$ cat config.mk
export PLATFORM = sky130hd
export DESIGN_NAME = rpvb_regs
export DESIGN_NICKNAME = d
export VERILOG_FILES = /design/src/rpvb_pkg.sv /design/src/rpvb_sat_counter.sv /design/src/rpvb_regs.sv
export SDC_FILE = /design/constraint.sdc
export NUM_CORES = 1
export LEC_CHECK = 0
export BUFFER_PORTS_ARGS = -buffer_cell sky130_fd_sc_hd__buf_4
export CORE_UTILIZATION = 37
export CTS_CLUSTER_DIAMETER = 120
export DETAILED_ROUTE_END_ITERATION = 10
export PLACE_DENSITY = 0.7
export SETUP_SLACK_MARGIN = 0.2
export SYNTH_ARGS = -nofsm -noshare
export SYNTH_HDL_FRONTEND = slang
export SYNTH_SLANG_ARGS = --single-unit
$ cat constraint.sdc
create_clock -name MCLK_I -period 1.9 [get_ports MCLK_I]
set_input_delay 0.19 -clock MCLK_I [delete_from_list [all_inputs] [get_ports MCLK_I]]
set_output_delay 0.19 -clock MCLK_I [all_outputs]
set_load 0.02 [all_outputs]
$ cat src/rpvb_pkg.sv
// Constants, types and carriers shared by the receive pattern verifier
// register block. Assumes byte-wide registers on the control port.
`default_nettype none
package rpvb_pkg;

  // ******************************************************************
  // Register offsets
  // ******************************************************************
  localparam logic [7:0] CUSTOM_PATTERN_MID_OFS   = 8'h12;
  localparam logic [7:0] CUSTOM_PATTERN_TOP_OFS   = 8'h13;
  localparam logic [7:0] RETAIN_THRESHOLD_OFS     = 8'h14;
  localparam logic [7:0] DESKEW_CLEAR_SOURCE_OFS  = 8'h15;
  localparam logic [7:0] DATAPATH_CHECK_CTRL_OFS  = 8'h16;
  localparam logic [7:0] LANE_TEST_FLAGS_OFS      = 8'h17;
  localparam logic [7:0] LANE0_COUNT_LOW_OFS      = 8'h18;
  localparam logic [7:0] LANE0_COUNT_HIGH_OFS     = 8'h19;
  localparam logic [7:0] LANE1_COUNT_LOW_OFS      = 8'h1A;
  localparam logic [7:0] LANE1_COUNT_HIGH_OFS     = 8'h1B;

  // ******************************************************************
  // Field positions
  // ******************************************************************
  localparam int ALIGN_DONE_BIT    = 7;
  localparam int COUNTER_CLEAR_BIT = 4;
  localparam int FLAG_CLEAR_BIT    = 3;
  localparam int SOURCE_SEL_LSB    = 0;
  localparam int CHECK_ENABLE_LSB  = 4;
  localparam int ERROR_TYPE_LSB    = 0;
  localparam int LATCHED_FLAG_LSB  = 4;
  localparam int RAW_FLAG_LSB      = 0;

  // ******************************************************************
  // Reset values
  // ******************************************************************
  localparam logic [7:0] REG_RESET_VALUE  = 8'h00;
  localparam logic [2:0] SEL_RESET_VALUE  = 3'h0;
  localparam logic [3:0] NIBBLE_RESET     = 4'h0;

  // ******************************************************************
  // Sizes
  // ******************************************************************
  localparam int LANES       = 4;
  localparam int COUNT_WIDTH = 12;

  // Datapath error type codes; 5 to 7 are reserved
  typedef enum logic [2:0] {
    RPVB_DP_DISPARITY = 3'h0,
    RPVB_DP_BUFFER    = 3'h1,
    RPVB_DP_OVERFLOW  = 3'h2,
    RPVB_DP_UNDERFLOW = 3'h3,
    RPVB_DP_DESKEW    = 3'h4
  } rpvb_dp_type_t;

  // Per-lane event sources from the receive lanes
  typedef struct packed {
    logic [3:0] pattern_mismatch;
    logic [3:0] disparity;
    logic [3:0] buffer_err;
    logic [3:0] overflow;
    logic [3:0] underflow;
  } rpvb_lane_events_t;

  // Byte register request from the control port decoder
  typedef struct packed {
    logic       wr;
    logic       rd;
    logic [7:0] addr;
    logic [7:0] wdata;
  } rpvb_reg_req_t;

endpackage
`default_nettype wire

$ cat src/rpvb_sat_counter.sv
// Saturating event counter with synchronous clear.
// Assumes the event is a one-cycle-per-error strobe on MCLK.
`timescale 1ns/1ps
`default_nettype none
module rpvb_sat_counter #(
  parameter int WIDTH = 12
) (
  // Clock and reset
  input  wire logic             clk_i,
  input  wire logic             rst_i,
  // Control
  input  wire logic             clear_i,
  input  wire logic             event_i,
  // Count
  output logic [WIDTH-1:0]      count_o
);

  logic [WIDTH-1:0] count_q;  // Running count
  logic             at_max;   // Counter is full

  assign at_max  = &count_q;
  assign count_o = count_q;

  // ******************************************************************
  // Count, clear and saturate
  // ******************************************************************
  // An error in the clearing cycle is kept so none is lost
  always_ff @(posedge clk_i) begin
    if (rst_i) begin
      count_q <= '0;
    end else if (clear_i) begin
      count_q <= {{(WIDTH-1){1'b0}}, event_i};
    end else if (event_i && !at_max) begin
      count_q <= count_q + {{(WIDTH-1){1'b0}}, 1'b1};
    end
  end

endmodule
`default_nettype wire

$ cat src/rpvb_regs.sv
// Receive pattern verifier and error counter registers, 0x12 to 0x1B.
// Assumes the control port decoder hands byte requests on MCLK and that
// all lane event inputs are already synchronous to MCLK.
`timescale 1ns/1ps
`default_nettype none
module rpvb_regs #(
  parameter int NUM_LANES = rpvb_pkg::LANES,
  parameter int CNT_WIDTH = rpvb_pkg::COUNT_WIDTH
) (
  // Clock and reset
  input  wire logic                       MCLK_I,
  input  wire logic                       RST_I,
  // Register port from the control port decoder
  input  wire rpvb_pkg::rpvb_reg_req_t    REG_REQ_I,
  output logic [7:0]                      REG_RDATA_O,
  // Neighbouring pattern controls
  input  wire logic                       CUSTOM_LENGTH_TWENTY_I,
  input  wire logic [7:0]                 CUSTOM_PATTERN_LOW_I,
  // Lane status and events
  input  wire logic                       LANE_ALIGN_DONE_I,
  input  wire rpvb_pkg::rpvb_lane_events_t LANE_EVENTS_I,
  // Controls to the receive lanes
  output logic [19:0]                     CUSTOM_PATTERN_O,
  output logic [2:0]                      RETAIN_THRESHOLD_O,
  output logic [NUM_LANES-1:0]            LATCHED_TEST_FLAG_O
);
  import rpvb_pkg::*;

  // ******************************************************************
  // Declarations
  // ******************************************************************
  logic [7:0]           pattern_mid_q;      // Custom pattern 15:8
  logic [3:0]           pattern_top_q;      // Custom pattern 19:16
  logic [2:0]           retain_threshold_q; // Verifier retain threshold
  logic                 counter_clear_q;    // Self-clearing clear bit
  logic                 counter_clear_d;
  logic                 counter_clear_p_q;  // Previous clear bit
  logic                 flag_clear_q;       // Self-clearing flag clear
  logic                 flag_clear_d;
  logic [2:0]           source_sel_q;       // Test interrupt source
  logic [3:0]           check_enable_q;     // Per-lane datapath enable
  logic [2:0]           error_type_q;       // Datapath error type
  logic [3:0]           raw_flag_q;         // Raw test flags
  logic [3:0]           raw_flag_d;
  logic [3:0]           latched_flag_q;     // Latched test flags
  logic [3:0]           latched_flag_d;
  logic [7:0]           rdata_q;            // Read data register
  logic [7:0]           rdata_d;
  logic                 counter_clear_pulse;
  logic                 dp_active;          // Any datapath enable set
  logic                 dp_event;           // Selected datapath error
  logic [3:0]           src_event;          // Per-lane selected source
  logic [CNT_WIDTH-1:0] lane0_count;
  logic [CNT_WIDTH-1:0] lane1_count;
  logic                 wr_hit_mid;
  logic                 wr_hit_top;
  logic                 wr_hit_thr;
  logic                 wr_hit_ctl;
  logic                 wr_hit_dp;

  // ******************************************************************
  // Write decode
  // ******************************************************************
  // Offsets not listed here take no write at all
  assign wr_hit_mid = REG_REQ_I.wr && REG_REQ_I.addr == CUSTOM_PATTERN_MID_OFS;
  assign wr_hit_top = REG_REQ_I.wr && REG_REQ_I.addr == CUSTOM_PATTERN_TOP_OFS;
  assign wr_hit_thr = REG_REQ_I.wr && REG_REQ_I.addr == RETAIN_THRESHOLD_OFS;
  assign wr_hit_ctl = REG_REQ_I.wr
                      && REG_REQ_I.addr == DESKEW_CLEAR_SOURCE_OFS;
  assign wr_hit_dp  = REG_REQ_I.wr
                      && REG_REQ_I.addr == DATAPATH_CHECK_CTRL_OFS;

  // ******************************************************************
  // Custom pattern and threshold registers
  // ******************************************************************
  // Middle pattern byte, fully writable
  always_ff @(posedge MCLK_I) begin
    if (RST_I) begin
      pattern_mid_q <= REG_RESET_VALUE;
    end else if (wr_hit_mid) begin
      pattern_mid_q <= REG_REQ_I.wdata;
    end
  end

  // Top nibble only; upper bits are reserved and dropped
  always_ff @(posedge MCLK_I) begin
    if (RST_I) begin
      pattern_top_q <= NIBBLE_RESET;
    end else if (wr_hit_top) begin
      pattern_top_q <= REG_REQ_I.wdata[3:0];
    end
  end

  // Retain threshold, three bits
  always_ff @(posedge MCLK_I) begin
    if (RST_I) begin
      retain_threshold_q <= SEL_RESET_VALUE;
    end else if (wr_hit_thr) begin
      retain_threshold_q <= REG_REQ_I.wdata[2:0];
    end
  end

  // Sixteen-bit mode forces the top nibble out as zero so a stale
  // value cannot leak into the comparator
  always_comb begin
    if (CUSTOM_LENGTH_TWENTY_I) begin
      CUSTOM_PATTERN_O = {pattern_top_q, pattern_mid_q,
                          CUSTOM_PATTERN_LOW_I};
    end else begin
      CUSTOM_PATTERN_O = {NIBBLE_RESET, pattern_mid_q,
                          CUSTOM_PATTERN_LOW_I};
    end
  end

  assign RETAIN_THRESHOLD_O = retain_threshold_q;

  // ******************************************************************
  // Clear strobes and source select
  // ******************************************************************
  // Each strobe stands one cycle after the write, then drops by itself
  always_comb begin
    counter_clear_d = 1'b0;
    flag_clear_d    = 1'b0;
    if (wr_hit_ctl) begin
      counter_clear_d = REG_REQ_I.wdata[COUNTER_CLEAR_BIT];
      flag_clear_d    = REG_REQ_I.wdata[FLAG_CLEAR_BIT];
    end
  end

  // Self-clearing control bits
  always_ff @(posedge MCLK_I) begin
    if (RST_I) begin
      counter_clear_q   <= 1'b0;
      counter_clear_p_q <= 1'b0;
      flag_clear_q      <= 1'b0;
    end else begin
      counter_clear_q   <= counter_clear_d;
      counter_clear_p_q <= counter_clear_q;
      flag_clear_q      <= flag_clear_d;
    end
  end

  // Only a rising edge clears; a repeated write while high does not
  assign counter_clear_pulse = counter_clear_q
                               & ~counter_clear_p_q;

  // Test interrupt source select
  always_ff @(posedge MCLK_I) begin
    if (RST_I) begin
      source_sel_q <= SEL_RESET_VALUE;
    end else if (wr_hit_ctl) begin
      source_sel_q <= REG_REQ_I.wdata[SOURCE_SEL_LSB +: 3];
    end
  end

  // ******************************************************************
  // Datapath check control
  // ******************************************************************
  // Bit 3 is reserved and never stored
  always_ff @(posedge MCLK_I) begin
    if (RST_I) begin
      check_enable_q <= NIBBLE_RESET;
      error_type_q   <= SEL_RESET_VALUE;
    end else if (wr_hit_dp) begin
      check_enable_q <= REG_REQ_I.wdata[CHECK_ENABLE_LSB +: 4];
      error_type_q   <= REG_REQ_I.wdata[ERROR_TYPE_LSB +: 3];
    end
  end

  assign dp_active = |check_enable_q;

  // Selected datapath error, gathered from the enabled lanes; deskew uses the alignment status instead
  always_comb begin
    unique case (error_type_q)
      RPVB_DP_DISPARITY: begin
        dp_event = |(LANE_EVENTS_I.disparity & check_enable_q);
      end
      RPVB_DP_BUFFER: begin
        dp_event = |(LANE_EVENTS_I.buffer_err & check_enable_q);
      end
      RPVB_DP_OVERFLOW: begin
        dp_event = |(LANE_EVENTS_I.overflow & check_enable_q);
      end
      RPVB_DP_UNDERFLOW: begin
        dp_event = |(LANE_EVENTS_I.underflow & check_enable_q);
      end
      RPVB_DP_DESKEW: begin
        // Reported while alignment has not completed
        dp_event = ~LANE_ALIGN_DONE_I;
      end
      default: begin
        // Reserved codes report nothing
        dp_event = 1'b0;
      end
    endcase
  end

  // Per-lane test source, chosen by the source select field
  always_comb begin
    unique case (source_sel_q)
      3'h0:    src_event = LANE_EVENTS_I.pattern_mismatch;
      3'h1:    src_event = LANE_EVENTS_I.disparity;
      3'h2:    src_event = LANE_EVENTS_I.buffer_err;
      3'h3:    src_event = LANE_EVENTS_I.overflow;
      3'h4:    src_event = LANE_EVENTS_I.underflow;
      default: src_event = NIBBLE_RESET;
    endcase
  end

  // ******************************************************************
  // Raw and latched test flags
  // ******************************************************************
  // Lane 0 is taken over by the datapath check when it is enabled
  always_comb begin
    raw_flag_d = src_event;
    if (dp_active) begin
      raw_flag_d[0] = dp_event;
    end
  end

  // Raw flags follow the events, one cycle late
  always_ff @(posedge MCLK_I) begin
    if (RST_I) begin
      raw_flag_q <= NIBBLE_RESET;
    end else begin
      raw_flag_q <= raw_flag_d;
    end
  end

  // A new event wins over a clear in the same cycle
  assign latched_flag_d = (latched_flag_q & {4{~flag_clear_q}})
                          | raw_flag_d;

  // Sticky flags
  always_ff @(posedge MCLK_I) begin
    if (RST_I) begin
      latched_flag_q <= NIBBLE_RESET;
    end else begin
      latched_flag_q <= latched_flag_d;
    end
  end

  assign LATCHED_TEST_FLAG_O = latched_flag_q;

  // ******************************************************************
  // Error counters for lanes 0 and 1
  // ******************************************************************
  // Lanes 2 and 3 have their own counters elsewhere
  rpvb_sat_counter #(
    .WIDTH   (CNT_WIDTH)
  ) u_lane0_counter (
    .clk_i   (MCLK_I),
    .rst_i   (RST_I),
    .clear_i (counter_clear_pulse),
    .event_i (raw_flag_d[0]),
    .count_o (lane0_count)
  );

  rpvb_sat_counter #(
    .WIDTH   (CNT_WIDTH)
  ) u_lane1_counter (
    .clk_i   (MCLK_I),
    .rst_i   (RST_I),
    .clear_i (counter_clear_pulse),
    .event_i (raw_flag_d[1]),
    .count_o (lane1_count)
  );

  // ******************************************************************
  // Read mux
  // ******************************************************************
  // Reserved bits and foreign offsets read as zero
  always_comb begin
    rdata_d = REG_RESET_VALUE;
    unique case (REG_REQ_I.addr)
      CUSTOM_PATTERN_MID_OFS: begin
        rdata_d = pattern_mid_q;
      end
      CUSTOM_PATTERN_TOP_OFS: begin
        rdata_d[3:0] = pattern_top_q;
      end
      RETAIN_THRESHOLD_OFS: begin
        rdata_d[2:0] = retain_threshold_q;
      end
      DESKEW_CLEAR_SOURCE_OFS: begin
        rdata_d[ALIGN_DONE_BIT]    = LANE_ALIGN_DONE_I;
        rdata_d[COUNTER_CLEAR_BIT] = counter_clear_q;
        rdata_d[FLAG_CLEAR_BIT]    = flag_clear_q;
        rdata_d[SOURCE_SEL_LSB +: 3] = source_sel_q;
      end
      DATAPATH_CHECK_CTRL_OFS: begin
        rdata_d[CHECK_ENABLE_LSB +: 4] = check_enable_q;
        rdata_d[ERROR_TYPE_LSB +: 3]   = error_type_q;
      end
      LANE_TEST_FLAGS_OFS: begin
        rdata_d[LATCHED_FLAG_LSB +: 4] = latched_flag_q;
        rdata_d[RAW_FLAG_LSB +: 4]     = raw_flag_q;
      end
      LANE0_COUNT_LOW_OFS: begin
        rdata_d = lane0_count[7:0];
      end
      LANE0_COUNT_HIGH_OFS: begin
        rdata_d[3:0] = lane0_count[11:8];
      end
      LANE1_COUNT_LOW_OFS: begin
        rdata_d = lane1_count[7:0];
      end
      LANE1_COUNT_HIGH_OFS: begin
        rdata_d[3:0] = lane1_count[11:8];
      end
      default: begin
        rdata_d = REG_RESET_VALUE;
      end
    endcase
  end

  // Read data is captured on the read strobe and held afterwards
  always_ff @(posedge MCLK_I) begin
    if (RST_I) begin
      rdata_q <= REG_RESET_VALUE;
    end else if (REG_REQ_I.rd) begin
      rdata_q <= rdata_d;
    end
  end

  assign REG_RDATA_O = rdata_q;

endmodule
`default_nettype wire

; Word-level counts from Yosys, hierarchy flattened
; Index checks and enable logic that the tools add are counted.
[word_totals]
out_inout_bits = 35
in_bits = 50
regBits = 68
word_cells = 82
[op_classes]
n_eq_ne = 18
addsub = 2
n_mux = 13
reduce_logical = 22
bitwise = 11
[op_table]
columns = op, n
row1 = "8-bit by 5-bit == test with 1-bit output, second input constant", 10
row2 = 3-bit case mux with 10 select lines, 1
row3 = "12-bit by 1-bit adder with 12-bit output, second input constant", 2
row4 = 12-bit AND reduction, 2
row5 = 4-bit AND, 5
row6 = 20-bit 2-to-1 mux, 1
row7 = 4-bit case mux with 5 select lines, 1
row8 = 4-bit OR reduction, 5
row9 = "3-bit by 2-bit == test with 1-bit output, second input constant", 4
row10 = 1-bit case mux with 6 select lines, 2
row11 = 2-bit case mux with 5 select lines, 1
row12 = 1-bit case mux with 8 select lines, 1
row13 = 1-bit logical AND, 7
row14 = "3-bit by 1-bit == test with 1-bit output, second input constant", 2
row15 = "3-bit == test, second input constant", 2
row16 = 3-bit zero test, 2
row17 = 1-bit 2-to-1 mux, 5
row18 = 1-bit case mux with 5 select lines, 1
row19 = 1-bit inverter, 4
row20 = 4-bit OR, 1
row21 = 2-bit nonzero test, 2
row22 = 2-bit OR reduction, 2
row23 = 1-bit zero test, 2
row24 = 1-bit AND, 1

; Logic depth before layout (Yosys ltp)
; Gate-level depths: netlist of the first run.
[logic_depth]
depth_word = 7
ltp_mapped = 9
mapped_depth_nobuf = 8

; Cells and area by module
; From an unflattened synthesis of the first run, not the netlist that was laid out.
[unflattened]
hier_cells = 434
area_unflattened_um2 = 3817.4
[by_module_without_submodules]
columns = module, n_inst, area_each_um2, seq_area_each_um2, cells_per_inst
row1 = rpvb_regs, 1, 2573.7, 880.8, 300
row2 = rpvb_sat_counter, 2, 621.8, 240.2, 67

; Worst setup path before layout of the first run
; No wires, ideal clock.
[synth_timing]
path_kind = reg2reg
startpoint = reg u_lane0_counter.count_q[4], in the netlist u_lane0_counter.count_o[4]
endpoint = reg u_lane0_counter.count_q[1], in the netlist u_lane0_counter.count_o[1]
stages_incl_launch_ff = 9
required_ns = 1.772
path_slack_ns = -0.060
period_less_slack_ns = 1.960
arrival_time_ns = 1.832
cell_sequence = dfxtp_1 > nand4_1 > nor4_1 > or2_1 > o32ai_2 > nor2_2 > buf_6 > mux2i_1 > nor2_1
[synth_between]
elab_chain_cells = 3
[synth_rtl]
columns = item, line_no
row1 = from (decl), rpvb_sat_counter.sv:18  ; logic [WIDTH-1:0] count_q;
row2 = from (signal assigned), rpvb_sat_counter.sv:32  ; count_q <= {{(WIDTH-1){1'b0}}, event_i};
row3 = from (signal assigned), rpvb_sat_counter.sv:34  ; count_q <= count_q + {{(WIDTH-1){1'b0}}, 1'b1};
row4 = 12-bit AND reduction, rpvb_sat_counter.sv:21  ; assign at_max = &count_q;
row5 = 1-bit zero test, rpvb_sat_counter.sv:33  ; end else if (event_i && !at_max) begin
row6 = 1-bit logical AND, rpvb_sat_counter.sv:33
; Every way passes these cells.
; A chain may end at the register's enable or synchronous reset.

; Final worst setup path of the first run
[layout_timing]
startpoint = reg check_enable_q[1]
endpoint = reg u_lane0_counter.count_q[9], in the netlist u_lane0_counter.count_o[9]
[layout_between]
elab_chain_cells = 5
word_cells_on_any_way = 12
[layout_rtl]
columns = item, line_no
row1 = from (decl), rpvb_regs.sv:41  ; logic [3:0] check_enable_q;
row2 = from (signal assigned), rpvb_regs.sv:165  ; check_enable_q <= REG_REQ_I.wdata[CHECK_ENABLE_LSB +: 4];
row3 = "4-bit AND, on equally long branches", --
row4 = "4-bit OR reduction, on equally long branches", --
row5 = 1-bit case mux with 5 select lines, rpvb_regs.sv:174  ; unique case (error_type_q)
row6 = 1-bit 2-to-1 mux (*), rpvb_regs.sv:216  ; if (dp_active) begin
row7 = 1-bit logical AND (*), rpvb_sat_counter.sv:33
; Mark *: on every way between the ends. The rest lies on a longest branch, timed or not.

==> results of run 1 <==
[power by group through the flow]
stage	logic (mW)	clock network, mW	registers, mW
5_1_grt	0.388	1.36	1.47
3_5_place_dp	0.321	0	1.50
6_report	0.364	1.27	1.47
2_1_floorplan	0.175	0	1.51
4_1_cts	0.348	1.29	1.47
3_3_place_gp	0.318	0	1.50
[sequential cells by signal, indices dropped and copies added (netlist names), 3 cells and up]
| signal | flops |
|---|---|
| LATCHED_TEST_FLAG_O | 4 |
| REG_RDATA_O | 8 |
| RETAIN_THRESHOLD_O | 3 |
| check_enable_q | 4 |
| error_type_q | 3 |
| pattern_mid_q | 8 |
| pattern_top_q | 4 |
| raw_flag_q | 4 |
| source_sel_q | 3 |
| u_lane0_counter.count_o | 12 |
| u_lane1_counter.count_o | 12 |
[cell families (layout without fill, tap and decap cells)]
kind of cell    after synthesis  in the layout  share of synthesized area
mux                          44             44                      0.136
fa+ha+maj                     2              2                    0.00684
buf+inv                      40            161                     0.0561
xor+xnor                     11             11                     0.0263
flops                        68             68                      0.372
compound gates               94             95                      0.166
simple gates                176            176                      0.237
[critical path: stages, from the launching register on]
cell and delay [ns]:
dfxtp_2 0.33, or4_4 0.56, o32ai_4 0.33, nor2_4 0.10
or4b_1 0.48, a21oi_1 0.13
[layout by cell type (no fill, tap or decap), types with 7 or more instances in the layout]
| cell | count |
|---|---|
| buf_4 | 125 |
| nand3_1 | 21 |
| nand2_1 | 29 |
| and2_1 | 9 |
| inv_1 | 8 |
| buf_6 | 12 |
| dfxtp_1 | 57 |
| clkbuf_8 | 11 |
| a22oi_1 | 12 |
| mux2i_1 | 35 |
| dfxtp_2 | 9 |
| nor2b_1 | 12 |
| a21oi_1 | 29 |
| o21ai_0 | 13 |
| nand2b_1 | 7 |
| nor2_1 | 52 |
[final timing paths]
check                    startpoint                          to  slack, ns
setup / recovery  check_enable_q[1]  u_lane0_counter.count_o[9]      -0.08
hold / removal                RST_I  u_lane0_counter.count_o[0]       0.03
setup reg to reg  check_enable_q[1]  u_lane0_counter.count_o[9]      -0.08
hold reg to reg      REG_RDATA_O[3]              REG_RDATA_O[3]       0.48
[layer usage]
layer,routed length (um),global-route usage,share of wire
met4,150,0.0591,0.013
met1,5080,0.295,0.44
met5,0,0,0
met2,5740,0.393,0.50
met3,618,0.0469,0.053
[cell type report]
type	count	area (um2)
tap	129	161
fill	855	4200
inverter	8	30.0
timing repair buffer	137	1070
multi-input combinational	328	2360
clock inverter	5	58.8
sequential	68	1380
clock buffer	11	151
[Yosys cell counts (all sizes together) (3+ instances only)]
library cell	instances	area, um2
o41ai	3	26.3
o21ai	21	105
nor4	3	18.8
nor3	10	50.1
nand3	22	110
nand2	31	116
nand3b	4	30.0
or4	4	33.8
o211ai	3	22.5
nor2	58	220
and2	9	56.3
a21oi	29	145
mux2i	35	350
a22oi	13	97.6
nand2b	7	43.8
xor2	3	26.3
mux2	5	56.3
nand4	3	18.8
o31ai	3	22.5
or3	4	25.0
inv	8	30.0
buf	15	106
o22ai	3	18.8
mux4	4	90.1
a222oi	3	30.0
xnor2	8	70.1
clkbuf	16	60.1
nor2b	14	87.6
dfxtp	68	1360
[through the flow]
stage	setup WS, ns	cell area (um2)	setup TNS [ns]	utilization	hold WS, ns
floorplan	-0.0325	3740	-0.0848	-	0.312
global placement	-0.130	4650	-1.08	0.494	0.380
detailed placement	-0.177	4650	-1.89	0.494	0.380
CTS	-0.0422	5080	-0.120	0.539	0.0195
global route	-0.153	5220	-1.08	0.554	0.0188
finish	-0.0818	5220	-0.298	0.554	0.0299
[timing repair]
action                     4_1_cts  5_1_grt
pin swaps                       32       32
buffers inserted                 7        4
gates cloned                     1        0
hold buffers                     0        0
setup endpoints to repair       25       29
gates resized for setup         48       22
==> results.toml, run 1 <==
[floorplanning]
fp.dieArea_um2 = 10300
die_x_um = 101
ios = 85
core_area_um2 = 9420
fp-row-count = 35
die_h_um = 101
initial_utilization = 0.388

[routing]
wire_per_inst_um = 16.9
drc_errors = 0
first_pass_iters = 5
via_per_inst = 5.43
initialDrtViolationCount = 231
vias = 3723
drt_wl_total_um = 11600
ant_nets = 0

[synth]
synth-warning-count = 0
ys_ff_latch = 68
ys.flop_type = "dfxtp_1"
syn_avg_cell_area_um2 = 8.41
synthesis.area_um2 = 3660
async_flop_share = 0
synthCells = 435
synth.distinct_cells = 52
synth_seq_area_share = 0.372
synth_edf_count = 0
synthesis.nets = 487

[place]
dp_hpwl_um = 8250
portBuffers = 68
place_congestion = 0.839
placed_cells = 658

[setup_path]
critPathMaxFanout = 8
worstSetupEndpointType = "register"
critical_path_class = "reg2reg"
r2r_cells = 5
crit_arrival_ns = 2.27
required_ns = 2.19
startpoint_type = "register"

[worst_hold_path]
worstHoldPathCells = 2
hold_path_class = "in2reg"

[sta]
finalWorstSetupSlack_ns = -0.0818
fmax_mhz = 505
fin_crit_ns = 1.98
slew_headroom = 0.623
setup_viol_count_final = 6
tightestPinTransition_ns = 0.564
rsz0062_at_grt = "true"
hold_violations = 0
post-route-period-util = 1.04
finClkSkew_ns = 0.0114
slew_viol_final = 0

[final_layout]
finalNetCount = 604
drive_gt1_frac = 0.379
final_cells = 686
diodes = 0
area_growth_pct = 42.6

[pwr]
p_clk_frac = 0.410
swShare = 0.260
ir_drop_uv = 266
power.internal_mw = 2.30
total_power_mw = 3.10
p_per_area_nw_per_um2 = 595
p_leak_nw = 2.16
switchingPower_mw = 0.806
pwr-share-seq = 0.473
combPwrFrac = 0.117

[global_route]
grt_first_pass_wirelength_um = 18000
grt_use_total = 0.230
grt_max_degree = 43
first_global_vias = 3605
gr-total-overflow = 0
antenna_found_initial = 0

[cts]
worst_skew_pair.late_latency_ns = 0.36
cts_buffers = 9
cts_root_buf = "clkbuf_8"
path_clk_slew_ns = 0.07
cts_tree = "yes"
cts_buffer_depth = 2
cts.sink_count = 68
htree_levels = 3

[job]
maxCapViolCount = 0

[status]
violations = "setup timing"
outcome = "finished with violations"
Note: power is estimated with default switching activity, not from simulation.
==> inputs of run 2 (changes only) <==
--- a/config.mk
+++ b/config.mk
@@ -8,6 +8,7 @@
 export BUFFER_PORTS_ARGS = -buffer_cell sky130_fd_sc_hd__buf_4
 export CORE_UTILIZATION = 37
 export CTS_CLUSTER_DIAMETER = 120
+export CTS_CLUSTER_SIZE = 30
 export DETAILED_ROUTE_END_ITERATION = 10
 export PLACE_DENSITY = 0.7
 export SETUP_SLACK_MARGIN = 0.2
==> constraint.sdc (replaced) <==
create_clock -name MCLK_I -period 1.9 [get_ports MCLK_I]
set_input_delay 0.38 -clock MCLK_I [delete_from_list [all_inputs] [get_ports MCLK_I]]
set_output_delay 0.38 -clock MCLK_I [all_outputs]
set_load 0.02 [all_outputs]
==> run 2 against run 1 <==
Against the previous run:
- the run still ends with setup timing left
- register-to-register slack worse by 0.11 ns
- worst hold slack better by 0.24 ns
- core utilization grew 0.66 points
- clock power increased by 4%
- wire length increased by 0.73%
- first-iteration DRC count increased by 1.7%
- power up 1.7%
- critical path type unchanged
- highest routed layer unchanged
==> results.toml, run 2 (synthesis gave the netlist of run 1 again) <==
[floorplanning]
fp.dieArea_um2 = 10300
fp-row-count = 35
die_x_um = 101
core_area_um2 = 9420
die_h_um = 101
ios = 85
initial_utilization = 0.388

[cts]
cts.sink_count = 68
cts_tree = "yes"
worst_skew_pair.late_latency_ns = 0.35
cts_buffers = 9
cts_root_buf = "clkbuf_8"
htree_levels = 3
cts_buffer_depth = 2
path_clk_slew_ns = 0.07

[global_route]
grt_use_total = 0.232
first_global_vias = 3705
use_met3 = 0.0490
grtUsageMet1 = 0.289
grt_first_pass_wirelength_um = 18400
grt-busiest-layer = "met2"
antenna_found_initial = 0
grt_max_degree = 44
use_met2 = 0.402
gr-total-overflow = 0

[sta]
tightestPinTransition_ns = 0.524
finClkSkew_ns = 0.00840
finalWorstSetupSlack_ns = -0.190
slew_viol_final = 0
rsz0062_at_grt = "true"
setup_viol_count_final = 18
slew_headroom = 0.650
post-route-period-util = 1.10
hold_violations = 0
fin_crit_ns = 2.09
fmax_mhz = 479

[routing]
vias = 3770
wire_per_inst_um = 17.0
drt_wl_total_um = 11700
first_pass_iters = 5
initialDrtViolationCount = 235
via_per_inst = 5.50
drc_errors = 0
ant_nets = 0

[setup_path]
slowest_stage = "or4_4"
reg2reg_to = "u_lane0_counter.count_o[9]"
worstPathCellList = "or4_4, o32ai_4, nor2_4, or4b_4, a21oi_2"
reg2reg_slack_ns = -0.19
critPathMaxFanout = 7
crit_arrival_ns = 2.37
r2r_cells = 5
reg2reg_from = "check_enable_q[2]"
critPathMaxStageDelay_ns = 0.57
startpoint_type = "register"
worstSetupEndpointType = "register"
required_ns = 2.18
critical_path_class = "reg2reg"

[job]
maxCapViolCount = 0

[pwr]
p_leak_nw = 2.19
p_per_area_nw_per_um2 = 598
ir_drop_uv = 317

[worst_hold_path]
hold_path_class = "in2reg"
holdPathEnd = "flag_clear_q"
worstHoldPathCells = 2
hp-start = "REG_REQ_I[3]"

[final_layout]
fillers = 841
layout_common_cells = "buf_4, dfxtp_1, nor2_1, mux2i_1, a21oi_1"
drive_gt1_frac = 0.399
fin_util = 0.561
register_area_um2 = 1380
area_growth_pct = 44.3
diodes = 0
final_common_cell = "buf_4"
finalNetCount = 603
multi_input_area_um2 = 2420

[place]
place_congestion = 0.853
dp_hpwl_um = 8310
portBuffers = 68
pre_cts_ws_ns = -0.217

[status]
violations = "setup timing"
outcome = "finished with violations"
==> run 2: cell types whose count changed in the layout (fill, tap and decap cells not counted), moves of 4 or more <==
cell and delta:
a21oi_1 -4, nand2_1 -7, a21oi_2 +4, nand2_2 +5
==> run 2: worst max-delay path, delay by kind of cell, from the launching register on <==
family / cells / cell delay, ns
and+or+nand+nor: 3 / 1.17
DFF: 1 / 0.34
AOI/OAI and AO/OA: 2 / 0.51
==> run 2: worst max path at each step <==
stage	start	end	slack, ns
after floorplan	u_lane0_counter.count_o[4]	u_lane0_counter.count_o[1]	-0.03
after global placement	LANE_EVENTS_I[14]	u_lane0_counter.count_o[1]	-0.19
after detailed placement	LANE_EVENTS_I[14]	u_lane0_counter.count_o[1]	-0.22
after CTS	source_sel_q[1]	u_lane1_counter.count_o[9]	-0.07
after global routing	check_enable_q[2]	u_lane0_counter.count_o[9]	-0.24
final	check_enable_q[2]	u_lane0_counter.count_o[9]	-0.19
==> run 2: layout make-up <==
| cell class | instances | share of cell area |
|---|---|---|
| clock buffers | 11 | 0.0268 |
| inverters | 8 | 0.00569 |
| flip-flops and latches | 68 | 0.261 |
| repair buffers | 135 | 0.204 |
| well taps | 129 | 0.0306 |
| clock inverters | 5 | 0.0142 |
| multi-input cells | 329 | 0.458 |
==> run 2: per-stage QoR <==
stage	power [mW]	hold WS (ns)	instance area, um2	setup TNS (ns)	std cells
floorplan	1.69	0.456	3770	-0.0848	435
global placement	1.82	0.461	4660	-3.66	657
detailed placement	1.83	0.469	4660	-4.67	657
CTS	3.15	0.258	5020	-0.441	680
global route	3.26	0.267	5280	-2.61	685
finish	3.15	0.269	5280	-1.17	685
==> run 2: power breakdown <==
part	internal (mW)	total, mW	switching [mW]
Sequential	1.45	1.47	0.0245
Clock	0.769	1.32	0.554
Combinational	0.169	0.359	0.190
==> run 2: repair_timing <==
item | 4_1_cts | 5_1_grt
gates resized for setup | 29 | 47
hold buffers | 0 | 0
setup buffers | 5 | 4
setup endpoints to repair | 25 | 43
gates cloned | 2 | 1
pin swaps | 21 | 31
endpoints found under the hold margin | 0 | 0
==> run 2: metal layers <==
| metal | wire length (um) | part of all wire |
|---|---|---|
| met1 | 4970 | 0.43 |
| met2 | 6010 | 0.52 |
| met3 | 529 | 0.045 |
| met4 | 155 | 0.013 |
| met5 | 0 | 0 |
==> inputs of run 3 (changes only) <==
--- a/config.mk
+++ b/config.mk
@@ -6,6 +6,7 @@
 export NUM_CORES = 1
 export LEC_CHECK = 0
 export BUFFER_PORTS_ARGS = -buffer_cell sky130_fd_sc_hd__buf_4
+export CORE_ASPECT_RATIO = 1.1
 export CORE_UTILIZATION = 37
 export CTS_CLUSTER_DIAMETER = 120
 export CTS_CLUSTER_SIZE = 30
==> run 3 against run 2 <==
Against the previous run:
- via count up 0.27%
- critical endpoint is now u_lane0_counter.count_o[5]
- count of clock-buffer cells in the layout down 2
- power up 5.1%
- sequential cell count did not move
- setup slack improved by 0.092 ns
- sequential share of layout area down 0.26 points
- the run still ends with setup timing left
- wire length is 1.2% lower
- final area rose by 1.2%
- clock power grew 12%
- core utilization grew 0.23 points
==> results.toml, run 3 (synthesis gave the netlist of run 1 again) <==
[status]
outcome = "finished with violations"
violations = "setup timing"

[cts]
cts_buffer_depth = 2
htree_levels = 3
cts.sink_count = 68
cts_tree = "yes"
worst_skew_pair.late_latency_ns = 0.35
cts_root_buf = "clkbuf_8"
cts_buffers = 9
path_clk_slew_ns = 0.08

[setup_path]
reg2reg_slack_ns = -0.1
critPathMaxFanout = 8
critical_path_class = "reg2reg"
startpoint_type = "register"
worstSetupEndpointType = "register"
crit_arrival_ns = 2.27
required_ns = 2.18

[final_layout]
diodes = 0
fin_util = 0.563
fillers = 801
final_common_cell = "buf_4"
finalNetCount = 610
drive_gt1_frac = 0.403
layout_common_cells = "buf_4, dfxtp_1, nor2_1, mux2i_1, nand2_1"
area_growth_pct = 46.0
final_cell_area_um2 = 5340

[routing]
wire_per_inst_um = 16.9
vias = 3780
ant_nets = 0
drc_errors = 0
via_per_inst = 5.56
initialDrtViolationCount = 262
first_pass_iters = 5
drt_wl_total_um = 11500

[sta]
finClkSkew_ns = 0.00757
hold_violations = 0
fmax_mhz = 501
fin_crit_ns = 2.00
slew_viol_final = 0
post-route-period-util = 1.05
setup_viol_count_final = 13
finalWorstSetupSlack_ns = -0.0971
slew_headroom = 0.653
rsz0062_at_grt = "true"
tightestPinTransition_ns = 0.520

[floorplanning]
die_h_um = 106
die_x_um = 96.8
fp.dieArea_um2 = 10300
fp-row-count = 37
ios = 85
core_area_um2 = 9490
initial_utilization = 0.385

[global_route]
gr-total-overflow = 0
grt_max_degree = 44
antenna_found_initial = 0
grt_use_total = 0.222
first_global_vias = 3676
grt_first_pass_wirelength_um = 18200

[place]
dp_hpwl_um = 8300
dpl-instance-area_um2 = 4700
place_congestion = 0.925
portBuffers = 68

[pwr]
switchingPower_mw = 0.811
p_clk_frac = 0.446
p_per_area_nw_per_um2 = 621
pwr-share-seq = 0.444
p_leak_nw = 2.24
power.internal_mw = 2.50
combPwrFrac = 0.110
ir_drop_uv = 389
swShare = 0.245

[job]
maxCapViolCount = 0

[worst_hold_path]
hold_path_class = "in2reg"
==> run 3: cell count changes in the layout (fill, tap and decap cells not counted), sizes merged <==
cell      previous run  this run
buf                134       143
bufinv               2         3
clkbuf              12         9
clkinv               3         2
clkinvlp             0         1
inv                  8         9
nor2                59        58
==> run 3: power by group through the flow <==
stage | combinational, mW | sequential (mW) | clock [mW]
floorplan | 0.179 | 1.51 | 0
global placement | 0.315 | 1.50 | 0
detailed placement | 0.320 | 1.51 | 0
CTS | 0.348 | 1.47 | 1.49
global route | 0.392 | 1.47 | 1.56
finish | 0.365 | 1.47 | 1.48
==> run 3: critical path: stages, from the launching register on <==
cell and delay [ns]:
dfxtp_2 0.32, or4_4 0.56, o32ai_4 0.33, nor2_4 0.10
or4_1 0.47, a21oi_1 0.13
==> run 3: final cells by class <==
type | count | area, um2 | area share
timing repair buffer | 143 | 1140 | 0.213
sequential | 68 | 1380 | 0.258
tap | 117 | 146 | 0.0274
clock inverter | 7 | 124 | 0.0232
inverter | 8 | 30.0 | 0.00562
clock buffer | 9 | 124 | 0.0232
multi-input combinational | 328 | 2400 | 0.449
==> run 3: layer usage <==
layer / share of wire / GRT usage / up-vias
met5: 0 / 0 / -
met4: 0.033 / 0.0959 / 0
met3: 0.042 / 0.0408 / 33
met2: 0.51 / 0.387 / 112
met1: 0.41 / 0.265 / 1822
li1: - / - / 1813
==> run 3: worst paths after layout <==
| check | startpoint | endpoint | depth (start not counted) |
|---|---|---|---|
| worst min register to register | REG_RDATA_O[3] | REG_RDATA_O[3] | 2 |
| worst min-delay path | REG_REQ_I[3] | flag_clear_q | 2 |
| worst max register to register | check_enable_q[0] | u_lane0_counter.count_o[5] | 5 |
| worst max-delay path | check_enable_q[0] | u_lane0_counter.count_o[5] | 5 |
==> run 3: through the flow <==
step / total power [mW] / cells / setup TNS, ns / hold slack (ns) / setup WS, ns
2_1_floorplan: 1.69 / 435 / -0.0848 / 0.456 / -0.0325
3_3_place_gp: 1.82 / 650 / -3.03 / 0.468 / -0.178
6_report: 3.32 / 680 / -0.556 / 0.267 / -0.0971
5_1_grt: 3.42 / 680 / -2.51 / 0.269 / -0.224
3_5_place_dp: 1.83 / 650 / -4.74 / 0.478 / -0.259
4_1_cts: 3.30 / 675 / -0.314 / 0.261 / -0.0671
==> run 3: what timing repair did <==
item                                    in CTS  in global routing
gates resized for setup                     43                 33
buffers inserted                             8                  5
cloned                                       1                  0
endpoints found under the setup margin      28                 38
hold buffers                                 0                  0
pin swaps                                   29                 23
